<file path="src/design/ssw_consts.svh">
`ifndef SSW_CONSTS_SVH
`define SSW_CONSTS_SVH

`define SSW_CLK_MHZ          125
`define SSW_COMM_TIMEOUT_US  40960
`define SSW_COMM_TIMEOUT_CYC (`SSW_COMM_TIMEOUT_US * `SSW_CLK_MHZ + 1)
`define SSW_TOGGLE_TIMEOUT_US  327000
`define SSW_TOGGLE_TIMEOUT_CYC (`SSW_TOGGLE_TIMEOUT_US * `SSW_CLK_MHZ)
`define SSW_TIMER_W          26

`define SSW_ST_S0            0
`define SSW_ST_S1            1
`define SSW_ST_S2            2
`define SSW_ST_S3            3
`define SSW_STATUS_RESET     4'h0

`define SSW_ID_CODE_NIBBLE   4'ha
`define SSW_AB_SELECT_BIT    3

`endif

</file>
<file path="src/design/ssw_pkg.sv">
package ssw_pkg;

  typedef struct packed {
    logic dataExchange;
    logic writeParam;
    logic deleteAddr;
    logic readStatus;
    logic readIdExt;
    logic writeIdExt;
  } ssw_req_t;

  typedef struct packed {
    logic       watchdogActive;
    logic       portGatedWatchdogFlag;
    logic       nibbleAlternateModeFlag;
    logic       extAddrMode;
    logic       idExtensionProtectFlag;
    logic [3:0] idCode;
    logic [3:0] factoryIdExtensionCopy;
    logic [3:0] userIdExtension;
  } ssw_cfg_t;

  typedef struct packed {
    logic nvmWriteBusy;
    logic addrVolatile;
    logic peripheralFault;
    logic areaParityError;
    logic nvmCorrupt;
  } ssw_nvm_t;

  typedef enum logic [1:0] {MON_OFF, MON_RUN, MON_LOST} ssw_mon_t;

endpackage

</file>
<file path="src/design/ssw_timeout.sv">
`timescale 1ns/1ps
`default_nettype none
module ssw_timeout #(
  parameter int LIMIT = 16,
  parameter int W     = 26
) (
  input  wire logic clk_sys,  // System clock
  input  wire logic srst,     // Sync reset
  input  wire logic run,      // Count while high
  input  wire logic restart,  // Back to zero
  output logic      expired   // One pulse at limit
);
  localparam logic [W-1:0] LIM = W'(LIMIT);
  logic [W-1:0] cnt_reg, cnt_next;
  logic         expired_reg, expired_next;

  always_comb begin
    cnt_next     = cnt_reg;
    expired_next = 1'b0;
    if (!run || restart) begin
      cnt_next = '0;
    end else if (cnt_reg != LIM) begin
      cnt_next     = cnt_reg + W'(1);
      expired_next = (cnt_next == LIM);
    end
  end

  // Saturates at the limit so one silence gives one pulse
  always_ff @(posedge clk_sys) begin
    if (srst) begin
      cnt_reg     <= '0;
      expired_reg <= 1'b0;
    end else begin
      cnt_reg     <= cnt_next;
      expired_reg <= expired_next;
    end
  end

  assign expired = expired_reg;
endmodule
`default_nettype wire

</file>
<file path="src/design/ssw_top.sv">
`timescale 1ns/1ps
`default_nettype none
`include "ssw_consts.svh"
module ssw_top
  import ssw_pkg::*;
#(
  parameter int COMM_TIMEOUT_CYC   = `SSW_COMM_TIMEOUT_CYC,
  parameter int TOGGLE_TIMEOUT_CYC = `SSW_TOGGLE_TIMEOUT_CYC,
  parameter int TIMER_W            = `SSW_TIMER_W
) (
  input  wire logic       clk_sys,             // 125 MHz system clock
  input  wire logic       srst,                // IC reset, sync, high
  input  wire ssw_req_t   req,                 // Decoded request pulses
  input  wire logic       addrNonzero,         // Slave address not zero
  input  wire logic       dataBitI2,           // I2 of current exchange
  input  wire logic [3:0] idWriteData,         // Data of ID extension write
  input  wire ssw_cfg_t   cfg,                 // Stored configuration
  input  wire ssw_nvm_t   nvm,                 // Memory and fault state
  input  wire logic       parameterPortLineZero, // Pin, asynchronous
  output logic [3:0]      statusResp,          // Status answer nibble
  output logic            statusValid,         // Status answer strobe
  output logic [3:0]      idResp,              // ID extension answer
  output logic            idRespValid,         // ID answer strobe
  output logic            nvmWriteStart,       // Start ID extension write
  output logic            redStatusIndicator,  // Red status LED
  output logic            wdReset,             // Unconditional reset pulse
  output logic            dataExchangeDisable  // Data port blocked
);

  ////////////////////////////////////////////////////////////////////////
  // Parameter port line synchroniser
  logic [2:0] p0Sync_reg, p0Sync_next;
  logic       p0Level_reg, p0Level_next;

  always_comb begin
    p0Sync_next  = {p0Sync_reg[1:0], parameterPortLineZero};
    p0Level_next = p0Level_reg;
    // Only stages two and three are compared; stage one may be metastable
    if (p0Sync_reg[1] == p0Sync_reg[2]) begin
      p0Level_next = p0Sync_reg[2];
    end
  end

  always_ff @(posedge clk_sys) begin
    if (srst) begin
      p0Sync_reg  <= 3'h0;
      p0Level_reg <= 1'b0;
    end else begin
      p0Sync_reg  <= p0Sync_next;
      p0Level_reg <= p0Level_next;
    end
  end

  ////////////////////////////////////////////////////////////////////////
  // Status word
  logic       delaS0_reg, delaS0_next;
  logic [3:0] statusWord;
  logic [3:0] statusResp_reg, statusResp_next;
  logic       statusValid_reg, statusValid_next;

  always_comb begin
    delaS0_next = delaS0_reg;
    // Cleared once an address is assigned again; the set wins
    if (addrNonzero) begin
      delaS0_next = 1'b0;
    end
    if (req.deleteAddr && addrNonzero) begin
      delaS0_next = 1'b1;
    end
    statusWord              = `SSW_STATUS_RESET;
    statusWord[`SSW_ST_S0]  = nvm.addrVolatile | nvm.nvmWriteBusy | delaS0_reg;
    statusWord[`SSW_ST_S1]  = nvm.peripheralFault | nvm.areaParityError;
    statusWord[`SSW_ST_S2]  = 1'b0;
    statusWord[`SSW_ST_S3]  = nvm.nvmCorrupt;
    statusResp_next  = statusResp_reg;
    statusValid_next = req.readStatus;
    if (req.readStatus) begin
      statusResp_next = statusWord;
    end
  end

  always_ff @(posedge clk_sys) begin
    if (srst) begin
      delaS0_reg      <= 1'b0;
      statusResp_reg  <= `SSW_STATUS_RESET;
      statusValid_reg <= 1'b0;
    end else begin
      delaS0_reg      <= delaS0_next;
      statusResp_reg  <= statusResp_next;
      statusValid_reg <= statusValid_next;
    end
  end

  ////////////////////////////////////////////////////////////////////////
  // Communication monitor and toggle watchdog
  ssw_mon_t monState_reg, monState_next;
  logic     togEnable_reg, togEnable_next;
  logic     lastI2_reg, lastI2_next;
  logic     redLed_reg, redLed_next;
  logic     wdReset_reg, wdReset_next;
  logic     dataExDis_reg, dataExDis_next;
  logic     wdMode, togArmed, exchange, togFlip;
  logic     commExpire, togExpire;

  always_comb begin
    wdMode   = cfg.watchdogActive | (cfg.portGatedWatchdogFlag & p0Level_reg);
    togArmed = togEnable_reg && wdMode && cfg.nibbleAlternateModeFlag
               && (cfg.idCode == `SSW_ID_CODE_NIBBLE);
    exchange = req.dataExchange | req.writeParam;
    // Nibble halves alternate on I2; equal bits mean a stale half
    togFlip  = req.dataExchange && (dataBitI2 != lastI2_reg);
  end

  ssw_timeout #(
    .LIMIT (COMM_TIMEOUT_CYC),
    .W     (TIMER_W)
  ) u_comm_timer (
    .clk_sys (clk_sys),
    .srst    (srst),
    .run     (monState_reg == MON_RUN),
    .restart (exchange),
    .expired (commExpire)
  );

  ssw_timeout #(
    .LIMIT (TOGGLE_TIMEOUT_CYC),
    .W     (TIMER_W)
  ) u_toggle_timer (
    .clk_sys (clk_sys),
    .srst    (srst),
    .run     (togArmed),
    .restart (togFlip),
    .expired (togExpire)
  );

  always_comb begin
    monState_next  = monState_reg;
    togEnable_next = togEnable_reg;
    lastI2_next    = lastI2_reg;
    redLed_next    = redLed_reg;
    wdReset_next   = 1'b0;
    dataExDis_next = dataExDis_reg;
    if (req.dataExchange) begin
      lastI2_next = dataBitI2;
    end
    case (monState_reg)
      MON_OFF: begin
        if (req.writeParam && addrNonzero) begin
          monState_next = MON_RUN;
        end
      end
      MON_RUN: begin
        if (commExpire && !exchange) begin
          monState_next = MON_LOST;
          redLed_next   = 1'b1;
        end
      end
      MON_LOST: begin
        if (exchange) begin
          monState_next = MON_RUN;
          redLed_next   = 1'b0;
        end
      end
      default: begin
        monState_next = MON_OFF;
      end
    endcase
    if (req.dataExchange && addrNonzero) begin
      togEnable_next = 1'b1;
    end
    if (req.writeParam) begin
      dataExDis_next = 1'b0;
    end
    // One shared path so either expiry has the same effects
    if ((commExpire && !exchange && wdMode && monState_reg == MON_RUN)
        || (togExpire && togArmed && !togFlip)) begin
      wdReset_next   = 1'b1;
      dataExDis_next = 1'b1;
    end
    if (wdReset_reg || req.deleteAddr) begin
      monState_next  = MON_OFF;
      togEnable_next = 1'b0;
      redLed_next    = 1'b0;
    end
  end

  always_ff @(posedge clk_sys) begin
    if (srst) begin
      monState_reg  <= MON_OFF;
      togEnable_reg <= 1'b0;
      lastI2_reg    <= 1'b0;
      redLed_reg    <= 1'b0;
      wdReset_reg   <= 1'b0;
      dataExDis_reg <= 1'b0;
    end else begin
      monState_reg  <= monState_next;
      togEnable_reg <= togEnable_next;
      lastI2_reg    <= lastI2_next;
      redLed_reg    <= redLed_next;
      wdReset_reg   <= wdReset_next;
      dataExDis_reg <= dataExDis_next;
    end
  end

  ////////////////////////////////////////////////////////////////////////
  // ID extension protection
  logic [3:0] idResp_reg, idResp_next;
  logic       idRespValid_reg, idRespValid_next;
  logic       nvmStart_reg, nvmStart_next;
  logic [3:0] protMask, idProtRead;
  logic       idMismatch;

  always_comb begin
    // Bit 3 stays user owned as A/B selector in extended addressing
    protMask   = cfg.extAddrMode ? 4'h7 : 4'hf;
    idProtRead = (cfg.factoryIdExtensionCopy & protMask)
                 | (cfg.userIdExtension & ~protMask);
    idMismatch = ((idWriteData ^ cfg.factoryIdExtensionCopy) & protMask) != 4'h0;
    idResp_next      = idResp_reg;
    idRespValid_next = 1'b0;
    nvmStart_next    = 1'b0;
    if (req.readIdExt) begin
      idRespValid_next = 1'b1;
      idResp_next      = cfg.idExtensionProtectFlag ? idProtRead
                                                    : cfg.userIdExtension;
    end else if (req.writeIdExt) begin
      // A rejected write neither answers nor touches the memory
      if (!cfg.idExtensionProtectFlag || !idMismatch) begin
        idRespValid_next = 1'b1;
        nvmStart_next    = 1'b1;
        idResp_next      = idWriteData;
      end
    end
  end

  always_ff @(posedge clk_sys) begin
    if (srst) begin
      idResp_reg      <= 4'h0;
      idRespValid_reg <= 1'b0;
      nvmStart_reg    <= 1'b0;
    end else begin
      idResp_reg      <= idResp_next;
      idRespValid_reg <= idRespValid_next;
      nvmStart_reg    <= nvmStart_next;
    end
  end

  assign statusResp          = statusResp_reg;
  assign statusValid         = statusValid_reg;
  assign idResp              = idResp_reg;
  assign idRespValid         = idRespValid_reg;
  assign nvmWriteStart       = nvmStart_reg;
  assign redStatusIndicator  = redLed_reg;
  assign wdReset             = wdReset_reg;
  assign dataExchangeDisable = dataExDis_reg;
endmodule
`default_nettype wire

</file>
<file path="config.mk">
export PLATFORM = sky130hd
export DESIGN_NAME = ssw_top
export DESIGN_NICKNAME = d
export VERILOG_FILES = /design/src/design/ssw_pkg.sv /design/src/design/ssw_timeout.sv /design/src/design/ssw_top.sv
export VERILOG_INCLUDE_DIRS = /design/src /design/src/design
export SDC_FILE = /design/constraint.sdc
export NUM_CORES = 1
export LEC_CHECK = 0
export BUFFER_PORTS_ARGS = -buffer_cell sky130_fd_sc_hd__buf_2
export CORE_AREA = 2 2 98 100
export DETAILED_ROUTE_END_ITERATION = 7
export DIE_AREA = 0 0 100 102
export PLACE_DENSITY = 0.65
export SLEW_MARGIN = 15
export SYNTH_ARGS = -nofsm -noshare
export SYNTH_HDL_FRONTEND = slang
export SYNTH_SLANG_ARGS = --single-unit
</file>
<file path="constraint.sdc">
create_clock -name clk_sys -period 3.8 [get_ports clk_sys]
set_input_delay 0.19 -clock clk_sys [delete_from_list [all_inputs] [get_ports clk_sys]]
set_output_delay 0.19 -clock clk_sys [all_outputs]
set_load 0.01 [all_outputs]
</file>
Word-level counts from Yosys, hierarchy flattened
Cells that the tools add are included.
{"block": "classes", "add_sub_neg": 2, "eq_ne": 12, "mux": 20, "bitwise_logic": 14, "n_reduce_logical": 39}
{"op": "adder 26 x 1 -> 26 bit, second input constant", "count": 2}
{"op": "equality test 26 x 23 -> 1 bit, second input constant", "count": 1}
{"op": "equality test 26 bit, second input constant", "count": 1}
{"op": "inequality test 26 x 23 -> 1 bit, second input constant", "count": 1}
{"op": "inequality test 26 bit, second input constant", "count": 1}
{"op": "2-to-1 mux 4 bit", "count": 5}
{"op": "AND 4 bit", "count": 3}
{"op": "logical AND 1 bit", "count": 12}
{"op": "2-to-1 mux 1 bit", "count": 10}
{"op": "nonzero test 2 bit", "count": 5}
{"op": "OR reduction 2 bit", "count": 4}
{"op": "logical NOT 1 bit", "count": 6}
{"op": "2-to-1 mux 2 bit", "count": 3}
{"op": "inequality test 2 bit, second input constant", "count": 3}
{"op": "one-hot mux 2 bit (3 select lines)", "count": 1}
{"op": "AND reduction 3 bit", "count": 2}
{"op": "OR reduction 3 bit", "count": 2}
{"op": "logical OR 1 bit", "count": 5}
{"op": "bitwise OR 1 bit", "count": 5}
{"op": "equality test 4 bit, second input constant", "count": 1}
{"op": "inverter 4 bit", "count": 1}
{"op": "bitwise OR 4 bit", "count": 1}
{"op": "nonzero test 4 bit", "count": 1}
{"op": "bitwise XOR 4 bit", "count": 1}
{"op": "other kinds (9)", "count": 10}
{"block": "totals", "ff_bits": 76, "inputBits": 37, "out_inout_bits": 14, "word_cells": 105}

Logic depth before layout (Yosys ltp)
Gate-level depths: netlist of run 1.
{"block": "depth", "depth_word": 9, "ltp_mapped": 8, "depth_no_buf": 7}

By module
A second synthesis of run 1 with hierarchy kept.
{"block": "unflattened", "cells_unflattened": 477, "hier_area_um2": 4146.5}
{"mod": "ssw_timeout (u_comm_timer)", "n_inst": 1, "cells_per_inst": 193, "area_each_um2": 1601.5, "seq_area_each_um2": 540.5}
{"mod": "ssw_timeout (u_toggle_timer)", "n_inst": 1, "cells_per_inst": 173, "area_each_um2": 1510.2, "seq_area_each_um2": 540.5}
{"mod": "ssw_top", "n_inst": 1, "cells_per_inst": 111, "area_each_um2": 1034.7, "seq_area_each_um2": 440.4}

Least setup slack after synthesis of run 1
OpenSTA, ideal clock, no wires.
{"block": "synth_timing", "path_kind": "register -> register", "from": "reg u_comm_timer.cnt_reg[8]", "to": "reg u_comm_timer.expired_reg, in the netlist u_comm_timer.expired", "setup_time_ns": 0.088, "t_arrival_ns": 2.145, "t_required_ns": 3.712, "path_slack_ns": 1.567, "path_stages_with_launch": 7, "path_buffers": 1, "period_less_slack_ns": 2.233, "cell_sequence": "dfxtp_1 clkbuf_1 nand2_1 or4b_2 xor2_1 or4b_1 nor4_2"}
{"block": "synth_between", "elab_chain_cells": 3, "word_cells_on_any_way": 5, "classes_between": "1 x add/sub; 2 x eq/ne; 1 x bitwise; 1 x reduce/logical"}
{"element": "start: declaration", "line_no": "ssw_timeout.sv:14", "text": "logic [W-1:0] cnt_reg, cnt_next;"}
{"element": "start signal: assignment", "line_no": "ssw_timeout.sv:34", "text": "cnt_reg <= cnt_next;"}
{"element": "branches (longest 3 deep; another with adder 26 x 1 -> 26 bit)"}
{"element": "end signal: assignment", "line_no": "ssw_timeout.sv:35", "text": "expired_reg <= expired_next;"}
{"element": "end: declaration", "line_no": "ssw_timeout.sv:15", "text": "logic expired_reg, expired_next;"}
Parallel ways; which one is timed is not known.
A chain may end at the register's enable or synchronous reset.

Worst setup path after layout of run 1
{"block": "layout_timing", "from": "reg u_comm_timer.cnt_reg[6]", "to": "reg u_comm_timer.expired_reg, in the netlist u_comm_timer.expired"}
The elaborated chain is that of the path after synthesis.

==> impl_metrics.toml, run 1 <==
[cells_and_area]
areaGrowthSynthToFinish_pct = 13.0
antennaDiodeCount = 0
layout_common_cells = "76 x nor2_1, 76 x dfxtp_1, 49 x buf_2, 31 x nand2_1, 31 x xor2_1"
fin_cells = 613
final_nets = 539
drive_gt1_frac = 0.163
final_cell_area_mm2 = 0.00443

[clock_network]
root_buffer = "clkbuf_8"
clk_latency_ns = 0.35
post_cts_resized = 0
clk_path_buf_depth = 2
cts_buffers = 9
cts_hold_buf = 0
clkSinkCount = 76
cts_tree = "done"
htreeDepth = 3
clk_pin_slew_worst_paths_ns = 0.08
cts_setup_buffers = 0

[floorplan]
die_w_um = 100
coreArea_mm2 = 0.00911
start_util = 0.431
die_area_mm2 = 0.0102
io_pins = 51
dieHeight_um = 102
rows = 35

[logic_synthesis]
ys_ff_latch = 76
syn_nets = 502
avgSynthCellArea_um2 = 8.53
synthAdderAreaFrac = 0.0159
synth_top_family_by_area = "simple AND/OR/NAND/NOR gates"
ys_types = 61
synth_xor_area_frac = 0.125
synth-compound-area-share = 0.100
synth_edf_count = 0
yosysSeqAreaShare = 0.388
ys.flop_type = "dfxtp_1"
ys_warn_count = 0
synth.area.mux_share = 0.0306
async_flop_share = 0
syn_inst = 460
synth_area_mm2 = 0.00392
synth-simple-area-share = 0.299

[power_and_ir_drop]
p_per_area_mw_per_mm2 = 342
p_leak_nw = 1.54
vdd_drop_max_v = 0.000196
power.total_mw = 1.52

[global_routing]
grtUsageTotal = 0.169
grt_antenna_before_repair = 0
grt_pass1_vias = 3075
grt_pass1_wl_um = 14000
gr-total-overflow = 0
grt_max_degree = 23

[placement]
io_buffers = 49
dp_cells = 597
routabilityCongestion = 0.829
place_hpwl_um = 6030
placed_area_mm2 = 0.00422

[min_path]
hold_start = "parameterPortLineZero"
hold_class = "primary input to register"
whs_endpoint = "p0Sync_reg[0]$_SDFF_PP0_"
hold_depth = 2

[critical_path]
rrSetupSlack_ns = 1.35
r2r_cells = 5
r2r-start = "u_comm_timer.cnt_reg[6]$_SDFFE_PP0N_"
cp-end-kind = "register"
start_kind = "register"
reg2reg_to = "u_comm_timer.expired$_SDFF_PP0_"
worst-endpoint-required_ns = 4.05
critical_path_class = "register to register"
arrival_ns = 2.70
path_max_fanout = 9

[routing]
vias = 3308
finalWirelength_um = 8300
drtIter0Drc = 90
drc = 0
dr.pass1.iters = 4
wl_per_cell_um = 13.5
ant_nets = 0
vias_per_cell = 5.40

[timing]
tns_ns = 0
post-route-period-util = 0.644
whs_ns = 0.0742
rsz0062_at_grt = "false"
slew_violations = 0
hold_viol = 0
worst_pin_slew_ns = 0.723
fmax_mhz = 409
slew_headroom = 0.518
setup_viol = 0
period_needed_ns = 2.45
finClkSkew_ns = 0.0184

[outcome]
status = "completed"

[flow_run]
drv_cap = 0
-- final cells by class --
type / instances / area [um2]
Fill cell: 904 / 4680
Multi-Input combinational cell: 345 / 2250
Sequential cell: 76 / 1520
Timing Repair Buffer: 51 / 260
Clock buffer: 11 / 151
Tap cell: 111 / 139
Clock inverter: 5 / 60.1
Inverter: 14 / 52.6
-- cell usage after synthesis, types with 2 or more instances --
cell / number / area [um2]
dfxtp_1: 76 / 1520
nor2_1: 76 / 285
nand2_1: 31 / 116
xor2_1: 31 / 272
xnor2_1: 25 / 219
nand4_1: 20 / 125
clkbuf_1: 16 / 60.1
a21oi_1: 14 / 70.1
inv_1: 14 / 52.6
mux2i_1: 12 / 120
nand3_1: 12 / 60.1
nor3_1: 11 / 55.1
and4_1: 10 / 87.6
buf_2: 7 / 35.0
nor4_1: 7 / 43.8
o21ai_0: 7 / 35.0
nand2b_1: 6 / 37.5
nor2b_1: 6 / 37.5
and3_1: 5 / 31.3
ha_1: 5 / 62.6
o2111ai_1: 4 / 35.0
o311a_1: 4 / 40.0
or3_1: 4 / 25.0
a211oi_1: 3 / 22.5
nand3b_1: 3 / 22.5
nor4_2: 3 / 37.5
nor4b_1: 3 / 26.3
o31ai_1: 3 / 22.5
or4b_2: 3 / 30.0
a31oi_1: 2 / 12.5
and2_1: 2 / 12.5
and3_2: 2 / 15.0
nand4b_1: 2 / 17.5
or3b_2: 2 / 17.5
or4_1: 2 / 15.0
or4b_1: 2 / 20.0
-- cells by family (layout without fill, tap and decap cells) --
family	after synthesis	after routing
AOI/OAI and AO/OA	54	54
xor gates and xnor gates	56	56
adders and majority gates	5	5
buffers and inverters	39	81
DFF	76	76
muxes	12	12
other	1	1
and+or+nand+nor	217	217
-- worst max-delay path, stage by stage, from the launching register on --
cell	delay, ns
dfxtp_1	0.54
and4_1	0.31
or4b_2	0.61
xor2_1	0.18
or4b_1	0.47
nor4_2	0.27
-- layer usage --
| layer | track usage | wire length [um] | up-vias |
|---|---|---|---|
| met5 | 0 | 0 | - |
| met4 | 0.0558 | 84 | 0 |
| li1 | - | - | 1697 |
| met1 | 0.204 | 3940 | 1557 |
| met3 | 0.0335 | 276 | 7 |
| met2 | 0.305 | 4000 | 47 |
-- worst max path at each step --
stage                                               startpoint                         endpoint  slack, ns  cells after the start
after floorplan           u_comm_timer.cnt_reg[8]$_SDFFE_PP0N_  u_comm_timer.expired$_SDFF_PP0_       1.57                      6
after global placement    u_comm_timer.cnt_reg[6]$_SDFFE_PP0N_  u_comm_timer.expired$_SDFF_PP0_       1.44                      5
after detailed placement  u_comm_timer.cnt_reg[6]$_SDFFE_PP0N_  u_comm_timer.expired$_SDFF_PP0_       1.38                      5
after CTS                 u_comm_timer.cnt_reg[6]$_SDFFE_PP0N_  u_comm_timer.expired$_SDFF_PP0_       1.36                      5
after global routing      u_comm_timer.cnt_reg[6]$_SDFFE_PP0N_  u_comm_timer.expired$_SDFF_PP0_       1.30                      5
final                     u_comm_timer.cnt_reg[6]$_SDFFE_PP0N_  u_comm_timer.expired$_SDFF_PP0_       1.35                      5
-- report_power, final --
| group | leakage, nW | switching (mW) | internal, mW |
|---|---|---|---|
| clock network | 0.106 | 0.291 | 0.340 |
| logic | 0.823 | 0.0367 | 0.0358 |
| registers | 0.616 | 0.00529 | 0.807 |
| total | 1.54 | 0.333 | 1.18 |
-- through the flow --
stage	worst slack [ns]	util
CTS	1.36	0.487
floorplan	1.57	-
global placement	1.44	0.463
detailed placement	1.38	0.463
global route	1.30	0.487
finish	1.35	0.487
Note: power is estimated with default switching activity, not from simulation.
==> inputs of run 2 (changes only) <==
==> constraint.sdc (replaced) <==
create_clock -name clk_sys -period 2.45 [get_ports clk_sys]
set_input_delay 0.1225 -clock clk_sys [delete_from_list [all_inputs] [get_ports clk_sys]]
set_output_delay 0.1225 -clock clk_sys [all_outputs]
set_load 0.01 [all_outputs]
==> impl_metrics.toml, run 2 (synthesis results as in run 1) <==
[outcome]
status = "completed"

[power_and_ir_drop]
p_leak_nw = 1.63
vdd_drop_max_v = 0.000268
p_per_area_mw_per_mm2 = 508
power.total_mw = 2.31

[clock_network]
clk_path_buf_depth = 2
cts_tree = "done"
root_buffer = "clkbuf_8"
cts_buffers = 9
post_cts_resized = 0
htreeDepth = 3
clkSinkCount = 76
clk_latency_ns = 0.34
clk_pin_slew_worst_paths_ns = 0.08

[critical_path]
cpMaxStageDelayCell = "or4b_2"
critical_path_class = "register to register"
slowest_delay_ns = 0.66
crit_start = "u_comm_timer.cnt_reg[8]$_SDFFE_PP0N_"
critPathTopFamily = "simple AND/OR/NAND/NOR gates"
r2r-start = "u_comm_timer.cnt_reg[8]$_SDFFE_PP0N_"
arrival_ns = 2.52
crit_buf_inv = 0
worst-endpoint-required_ns = 2.71
cp-end-kind = "register"
crit_chain = "nand2_1 -> or4b_2 -> xor2_1 -> or4b_1 -> nor4_2"
start_kind = "register"
path_max_fanout = 9

[cells_and_area]
fin_cells = 631
areaGrowthSynthToFinish_pct = 16.2
utilization = 0.500
final_cell_area_mm2 = 0.00456
final_nets = 558
ff_latch_area_mm2 = 0.00152
antennaDiodeCount = 0
multi_input_area_mm2 = 0.00225
layout_common_cells = "76 x nor2_1, 76 x dfxtp_1, 49 x buf_2, 31 x nand2_1, 31 x xor2_1"
num-fill-cells = 901
drive_gt1_frac = 0.188

[timing]
tns_ns = 0
slew_headroom = 0.568
finClkSkew_ns = 0.0119
fin_ws_ns = 0.192
fmax_mhz = 443
hold_viol = 0
period_needed_ns = 2.26
post-route-period-util = 0.922
whs_ns = 0.0165
worst_pin_slew_ns = 0.646
setup_viol = 0
slew_violations = 0

[global_routing]
grtUsageTotal = 0.179
grtUsageMet3 = 0.0280
grt_max_degree = 20
grt_util_met1 = 0.237
use_met2 = 0.299
top_usage_layer = "met2"
grt_pass1_vias = 3286
gr-total-overflow = 0
grt_antenna_before_repair = 0
grt_pass1_wl_um = 15000

[floorplan]
coreArea_mm2 = 0.00911
io_pins = 51
dieHeight_um = 102
die_area_mm2 = 0.0102
die_w_um = 100
rows = 35
start_util = 0.431

[flow_run]
drv_cap = 0

[routing]
wl_per_cell_um = 13.6
vias = 3381
dr.pass1.iters = 4
ant_nets = 0
vias_per_cell = 5.36
drtIter0Drc = 126
finalWirelength_um = 8570
drc = 0

[placement]
io_buffers = 49
placed_area_mm2 = 0.00433
place_hpwl_um = 6230
routabilityCongestion = 0.806
post-place-ws_ns = 0.209
dp_cells = 611

[min_path]
hold_start = "nvm[0]"
hold_class = "primary input to register"
run 2: changes by cell type in the layout (fill, tap and decap cells not counted):
cell / change
buf_4: +17
clkbuf_8: -2
clkinv_2: +1
clkinv_4: -1
dlygate4sd3_1: +2
inv_6: +1
run 2: worst reg2reg max path, delay by kind of cell (launching register included):
kind	cells	cell delay, ns
flip-flops	1	0.48
AND/OR/NAND/NOR	4	1.52
XOR/XNOR	1	0.19
run 2: worst paths after layout:
check             cells past startpoint                              end  slack [ns]
setup / recovery                      5  u_comm_timer.expired$_SDFF_PP0_        0.19
hold / removal                        3       statusResp[3]$_SDFFE_PP0P_        0.02
setup reg to reg                      5  u_comm_timer.expired$_SDFF_PP0_        0.19
hold reg to reg                       1         p0Sync_reg[1]$_SDFF_PP0_        0.45
run 2: layer usage:
layer / share of wire / up-vias / wire length, um
met5: 0 / - / 0
met4: 0.012 / 0 / 104
met3: 0.030 / 9 / 259
met2: 0.48 / 48 / 4120
met1: 0.48 / 1583 / 4090
li1: - / 1741 / -
run 2: report_power, final:
group | internal [mW] | switching [mW]
clock network | 0.467 | 0.473
registers | 1.25 | 0.00813
logic | 0.0588 | 0.0563
total | 1.78 | 0.538
run 2: timing repair:
item,CTS,global route
endpoints found under the setup margin,0,1
endpoints found under the hold margin,2,0
hold buffers,2,0
buffers inserted,0,3
run 2: final cells by class:
| type | instances | area share |
|---|---|---|
| repair buffers | 70 | 0.0895 |
| flip-flops and latches | 76 | 0.334 |
| inverters | 14 | 0.0115 |
| clock inverters | 6 | 0.0143 |
| clock buffers | 9 | 0.0272 |
| multi-input cells | 345 | 0.493 |
| well taps | 111 | 0.0305 |
